[config.mk]
export PLATFORM = sky130hd
export DESIGN_NAME = swsc_top
export DESIGN_NICKNAME = d
export VERILOG_FILES = /design/src/inc/swsc_pkg.sv /design/src/design/swsc_detect.sv /design/src/design/swsc_top.sv
export SDC_FILE = /design/constraint.sdc
export NUM_CORES = 1
export LEC_CHECK = 0
export BUFFER_PORTS_ARGS = -buffer_cell sky130_fd_sc_hd__clkbuf_2
export CORE_MARGIN = 5
export CORE_UTILIZATION = 50
export CTS_BUF_LIST = sky130_fd_sc_hd__clkbuf_4 sky130_fd_sc_hd__clkbuf_8 sky130_fd_sc_hd__clkbuf_16
export DETAILED_ROUTE_END_ITERATION = 10
export HOLD_SLACK_MARGIN = 0.02
export MAX_ROUTING_LAYER = met4
export PLACE_DENSITY = 0.79
export RECOVER_POWER = 50
export SETUP_SLACK_MARGIN = 0.15
export SYNTH_ARGS = -nofsm -noshare
export SYNTH_HDL_FRONTEND = slang
export SYNTH_SLANG_ARGS = --single-unit
[constraint.sdc]
create_clock -name clk -period 1.8 [get_ports clk]
set_input_delay 0.18 -clock clk [delete_from_list [all_inputs] [get_ports clk]]
set_output_delay 0.18 -clock clk [all_outputs]
set_load 0.05 [all_outputs]
[src/inc/swsc_pkg.sv]
// Package with register map, field layout and codes of the standby wake-source block
package swsc_pkg;

	// ----------------------------------------------------------------
	// Register map
	// ----------------------------------------------------------------
	localparam logic [11:0] mode_a_offset    = 12'h000;
	localparam logic [11:0] irq_clear_offset = 12'h004;
	localparam logic [11:0] pending_offset   = 12'h008;
	localparam logic [11:0] release_offset   = 12'h00c;

	localparam int num_inputs = 4;

	// ----------------------------------------------------------------
	// Field layout: each input owns one byte lane of the mode register
	// ----------------------------------------------------------------
	localparam int lane_width    = 8;
	localparam int cond_lsb      = 4;
	localparam int edge_seen_lsb = 2;
	localparam int enable_lsb    = 0;

	// ----------------------------------------------------------------
	// Detection conditions and edge status codes
	// ----------------------------------------------------------------
	localparam logic [2:0] cond_low     = 3'h0;
	localparam logic [2:0] cond_high    = 3'h1;
	localparam logic [2:0] cond_falling = 3'h2;
	localparam logic [2:0] cond_rising  = 3'h3;
	localparam logic [2:0] cond_either  = 3'h4;

	localparam logic [1:0] seen_none    = 2'h0;
	localparam logic [1:0] seen_rising  = 2'h1;
	localparam logic [1:0] seen_falling = 2'h2;
	localparam logic [1:0] seen_both    = 2'h3;

	// ----------------------------------------------------------------
	// Reset values
	// ----------------------------------------------------------------
	localparam logic [2:0] cond_reset   = cond_falling;
	localparam logic [1:0] seen_reset   = seen_none;
	localparam logic       enable_reset = 1'b0;

endpackage : swsc_pkg

[src/design/swsc_detect.sv]
// One wake input: edge/level detection and edge status
`timescale 1ns/10ps
`default_nettype none
module swsc_detect (
	input  wire logic       clk,        // System clock
	input  wire logic       reset,      // Synchronous reset, active high
	input  wire logic       pin,        // Wake input level
	input  wire logic [2:0] condition,  // Detection condition code
	input  wire logic       enable,     // Input enabled as release source
	input  wire logic       clear,      // Clear edge status
	output logic            hit,        // Release condition met this cycle
	output logic      [1:0] edge_seen   // Edge that released standby in either-edge mode
);
	logic       pin_reg,  pin_next;
	logic [1:0] seen_reg, seen_next;
	logic       rise, fall;

	always_comb begin
		rise      = pin & ~pin_reg;
		fall      = ~pin & pin_reg;
		pin_next  = pin;
		seen_next = seen_reg;
		hit       = 1'b0;
		if (enable) begin
			unique case (condition)
				swsc_pkg::cond_low:     hit = ~pin;
				swsc_pkg::cond_high:    hit = pin;
				swsc_pkg::cond_falling: hit = fall;
				swsc_pkg::cond_rising:  hit = rise;
				swsc_pkg::cond_either:  hit = rise | fall;
				default:                hit = 1'b0;
			endcase
		end
		// Clear first so a coincident edge is still recorded
		if (clear)
			seen_next = swsc_pkg::seen_none;
		if (hit && condition == swsc_pkg::cond_either) begin
			if (rise)
				seen_next = seen_next | swsc_pkg::seen_rising;
			if (fall)
				seen_next = seen_next | swsc_pkg::seen_falling;
		end
		// Pin history keeps following the pin in reset, so a pin high at release gives no false edge
		if (reset) begin
			seen_next = swsc_pkg::seen_reset;
		end
	end

	always_ff @(posedge clk) begin
		pin_reg  <= pin_next;
		seen_reg <= seen_next;
	end

	assign edge_seen = seen_reg;

endmodule : swsc_detect
`default_nettype wire

[src/design/swsc_top.sv]
// Standby wake-source configuration and status block with APB slave
`timescale 1ns/10ps
`default_nettype none
module swsc_top (
	input  wire logic        clk,             // System clock, 200 MHz
	input  wire logic        reset,           // Synchronous reset, active high
	input  wire logic        psel,            // APB select
	input  wire logic        penable,         // APB enable
	input  wire logic        pwrite,          // APB write
	input  wire logic [11:0] paddr,           // APB byte address
	input  wire logic [31:0] pwdata,          // APB write data
	output logic      [31:0] prdata,          // APB read data
	output logic             pready,          // APB ready
	output logic             pslverr,         // APB error on unmapped address
	input  wire logic  [3:0] wake_input,      // Wake input pins 0 to 3
	output logic       [3:0] wake_pending,    // Pending wake interrupt per input
	output logic             standby_release  // Release request to standby logic
);
	// ----------------------------------------------------------------
	// State
	// ----------------------------------------------------------------
	logic [2:0]  cond_reg [4];
	logic [2:0]  cond_next [4];
	logic [3:0]  en_reg, en_next;
	logic [3:0]  pend_reg, pend_next;
	logic [3:0]  rel_src_reg, rel_src_next;
	logic        release_reg, release_next;
	logic [31:0] rdata_reg, rdata_next;
	logic        ready_reg, ready_next;
	logic        err_reg, err_next;
	logic [3:0]  hit;
	logic [3:0]  clr;
	logic [1:0]  seen [4];
	logic        wr_acc, rd_acc, mapped;

	function automatic logic [7:0] lane_pack(input logic [2:0] c, input logic [1:0] s, input logic e);
		lane_pack = '0;
		lane_pack[swsc_pkg::cond_lsb +: 3]      = c;
		lane_pack[swsc_pkg::edge_seen_lsb +: 2] = s;
		lane_pack[swsc_pkg::enable_lsb]         = e;
	endfunction : lane_pack

	// ----------------------------------------------------------------
	// Per-input detectors
	// ----------------------------------------------------------------
	for (genvar i = 0; i < swsc_pkg::num_inputs; i++) begin : g_det
		swsc_detect u_det (
			.clk       (clk),
			.reset     (reset),
			.pin       (wake_input[i]),
			.condition (cond_reg[i]),
			.enable    (en_reg[i]),
			.clear     (clr[i]),
			.hit       (hit[i]),
			.edge_seen (seen[i])
		);
	end

	// ----------------------------------------------------------------
	// APB decode and register update
	// ----------------------------------------------------------------
	// Single wait state: access is taken when pready is seen high
	assign wr_acc = psel & penable & pwrite & ready_reg;
	assign rd_acc = psel & penable & ~pwrite & ready_reg;
	assign mapped = (paddr == swsc_pkg::mode_a_offset) || (paddr == swsc_pkg::irq_clear_offset)
	             || (paddr == swsc_pkg::pending_offset) || (paddr == swsc_pkg::release_offset);
	assign clr    = (wr_acc && paddr == swsc_pkg::irq_clear_offset) ? pwdata[3:0] : 4'h0;

	always_comb begin
		for (int i = 0; i < 4; i++)
			cond_next[i] = cond_reg[i];
		en_next      = en_reg;
		rel_src_next = rel_src_reg;
		ready_next   = psel & penable & ~ready_reg;
		err_next     = psel & penable & ~ready_reg & ~mapped;
		rdata_next   = rdata_reg;
		// Set wins over clear so a wake arriving during the clear is kept
		pend_next    = (pend_reg & ~clr) | hit;
		release_next = |hit;
		if (|hit)
			rel_src_next = hit;
		if (wr_acc && paddr == swsc_pkg::mode_a_offset) begin
			for (int i = 0; i < 4; i++) begin
				// Lane layout gives bits 30-28/27-26/24 down to 6-4/3-2/0
				cond_next[i] = pwdata[i*swsc_pkg::lane_width + swsc_pkg::cond_lsb +: 3];
				en_next[i]   = pwdata[i*swsc_pkg::lane_width + swsc_pkg::enable_lsb];
			end
		end
		if (psel && penable && !pwrite && !ready_reg) begin
			rdata_next = 32'h0;
			unique case (paddr)
				swsc_pkg::mode_a_offset: begin
					for (int i = 0; i < 4; i++)
						rdata_next[i*8 +: 8] = lane_pack(cond_reg[i], seen[i], en_reg[i]);
				end
				swsc_pkg::pending_offset: rdata_next[3:0] = pend_reg;
				swsc_pkg::release_offset: rdata_next[3:0] = rel_src_reg;
				default:                  rdata_next = 32'h0;
			endcase
		end
		if (reset) begin
			for (int i = 0; i < 4; i++)
				cond_next[i] = swsc_pkg::cond_reset;
			en_next      = {4{swsc_pkg::enable_reset}};
			pend_next    = 4'h0;
			rel_src_next = 4'h0;
			release_next = 1'b0;
			rdata_next   = 32'h0;
			ready_next   = 1'b0;
			err_next     = 1'b0;
		end
	end

	always_ff @(posedge clk) begin
		for (int i = 0; i < 4; i++)
			cond_reg[i] <= cond_next[i];
		en_reg      <= en_next;
		pend_reg    <= pend_next;
		rel_src_reg <= rel_src_next;
		release_reg <= release_next;
		rdata_reg   <= rdata_next;
		ready_reg   <= ready_next;
		err_reg     <= err_next;
	end

	assign prdata          = rdata_reg;
	assign pready          = ready_reg;
	assign pslverr         = err_reg;
	assign wake_pending    = pend_reg;
	assign standby_release = release_reg;
endmodule : swsc_top
`default_nettype wire

==> flow_summary.ini <==
[die]
rows = 27
die_y_um = 85.5
design.die.area_um2 = 7310
coreArea_um2 = 5540
dieWidth_um = 85.5
initial_core_util_pct = 51.4
ios = 92

[timing]
worstMarginPinSlew_ns = 0.624
timing.final.ws_setup_ns = 0.215
setup_viol = 0
slew_headroom_pct = 58.6
max_freq_mhz = 631
slew_viol_final = 0
layout_min_cycle_time_ns = 1.59
rsz0062_at_grt = true
min_period_over_period_pct = 88.1
fin_skew_ns = 0.00731
finalSetupTns_ns = 0
hold_viol_final = 0

[outcome]
status = finished, final reports clean

[clocking]
cts_tree = built
clkTransAtPathRegs_ns = 0.07
cts.sinks = 64
cts_root_buffer = clkbuf_8
cts_buffer_depth = 2
htree_levels = 3
clk_latency_ns = 0.35
numCtsBuffers = 9

[worst_setup_path]
worstRegToRegCells = 4
startpoint_type = flip-flop
crit_type = flip-flop to flip-flop
end_kind = flip-flop
critPathArrivalTime_ns = 1.77
path_max_fanout = 5
worstPathRequired_ns = 1.99

[route]
vias = 2598
post_drt_wl_per_cell_um = 16.3
vias_per_cell = 5.68
drt_wl_total_um = 7440
drt_iter0_markers = 148
drcViolationCount = 0
postRouteAntennaNets = 0
firstDrtPassIters = 4

[global_routing]
grt_first_pass_wirelength_um = 11500
grt_util_all_layers_pct = 20.8
antenna_found_initial = 0
grt_max_degree = 35
overflow = 0
grt_pass1_vias = 2430

[synth]
netlist_area_um2 = 2850
synth_compound_area_share_pct = 23.3
yosysTopAreaCell = dfxtp_1
synth_area_leaders = dfxtp_1, a22o_2, a21oi_1
ys_ff_latch = 64
synth.avg_cell_area_um2 = 9.56
syn_inst = 298
synth_top_area_share_pct = 45.0
yosys_warnings = 0
synth_edf_count = 0
synth.distinct_cells = 47
yosys_most_used_dff = dfxtp_1
synthAdderAreaFrac_pct = 3.51
ys_async_sr_fraction_pct = 0
synth_simple_gate_area_share_pct = 19.0
muxShareOfSynthArea_pct = 1.93
synth_commonest_cells = dfxtp_1, a21oi_1, nand3_1
yosysMostFrequentCell = dfxtp_1
seq_area_frac_synth_pct = 45.0
synth-xor-area-share_pct = 0
synth_top_family_by_area = compound AO/OA/AOI/OAI gates

[place]
place_hpwl_um = 5260
gp_congestion = 0.888
io_buffers = 71
dp_slack_ns = 0.134

[run]
max-cap-violations = 0

[pwr]
ir_drop_mv = 0.502
leakage_nw = 1.42
p_per_area_nw_per_um2 = 828

[layout]
num-fill-cells = 491
nets = 441
diodes = 0
area_growth_pct = 23.0
fin_util_pct = 63.3
largest_reg_flops = 25
drive_above_1_share_pct = 25.2

[hold_path]
hold_path_class = input pin to flip-flop
hold_path_depth = 3
worst max-delay path, stage by stage (launching register included):
cell	delay (ns)
dfxtp_1	0.45
nor2_1	0.10
a211o_1	0.29
a31oi_1	0.37
a41oi_1	0.21
path summary, 6_finish.rpt:
kind	from	to	slack, ns
worst min register to register	prdata[3]$_SDFFE_PP0P_	prdata[3]$_SDFFE_PP0P_	0.45
worst min-delay path	pwdata[16]	en_reg[2]$_SDFFE_PP0P_	0.06
worst max register to register	cond_reg[0][1]$_SDFFE_PP1P_	standby_release$_SDFF_PP0_	0.21
worst max-delay path	cond_reg[0][1]$_SDFFE_PP1P_	standby_release$_SDFF_PP0_	0.21
where the power goes:
part	internal (mW)	total [mW]	switching [mW]	leakage (nW)
combinational	0.0708	0.207	0.136	0.788
sequential	1.42	1.43	0.00362	0.517
clock	0.741	1.27	0.529	0.110
total	2.23	2.90	0.668	1.42
logic make-up (layout without fill, tap and decap cells):
kind of cell	Yosys count	after routing
simple gates	90	91
flops	64	64
buf+inv	39	119
other cells	1	7
compound gates	91	91
fa+ha+maj	8	8
mux	5	5
per-layer routing:
layer | wire length, µm | track usage (%) | part of all wire, %
met1 | 3220 | 25.5 | 43
met2 | 3610 | 32.7 | 48
met3 | 529 | 6.05 | 7.1
met4 | 84 | 7.05 | 1.1
met5 | 0 | - | 0
final cells by class:
type	instances	area (µm²)	area share [%]
well taps	72	90.1	2.57
inverters	15	56.3	1.61
clock buffers	13	166	4.74
repair buffers	88	458	13.1
flip-flops and latches	64	1280	36.5
multi-input cells	202	1420	40.3
clock inverters	3	40.0	1.14
stage by stage:
| stage | total power [mW] | hold slack (ns) | std cells | area [µm²] |
|---|---|---|---|---|
| after floorplan | 1.58 | 0.208 | 304 | 2870 |
| after global placement | 1.65 | 0.332 | 436 | 3280 |
| after detailed placement | 1.65 | 0.334 | 436 | 3280 |
| after CTS | 2.91 | 0.0581 | 456 | 3530 |
| after global routing | 3.00 | 0.0586 | 457 | 3510 |
| final | 2.90 | 0.0564 | 457 | 3510 |
cell usage in the layout, fill, tap and decap left out, types with 2 or more instances in the layout:
master,count
and4_1,2
buf_4,11
nor3b_1,2
a211o_1,5
and3_2,2
o32ai_1,5
o31ai_1,10
nand4_1,7
o211ai_1,5
clkbuf_4,2
nor4_1,3
nor2_1,7
nand2_1,10
conb_1,7
nor4b_2,2
mux2_2,4
o21ai_0,12
a22oi_1,3
a31oi_1,2
inv_1,15
a22o_2,20
a21oi_1,23
nand2b_1,5
clkbuf_1,36
and3_1,7
and2_1,2
dfxtp_1,64
clkbuf_8,11
clkbuf_2,36
ha_1,8
nand3_1,22
clkinv_2,2
dlygate4sd3_1,4
nand4b_1,2
nor2b_1,8
repair_timing:
item / in CTS / in global routing
setup endpoints to repair: 0 / 28
setup buffers: 0 / 0
hold endpoints to repair: 4 / 0
hold buffers: 4 / 0
gates resized for setup: 0 / 6
Note: power is estimated with default switching activity, not from simulation.
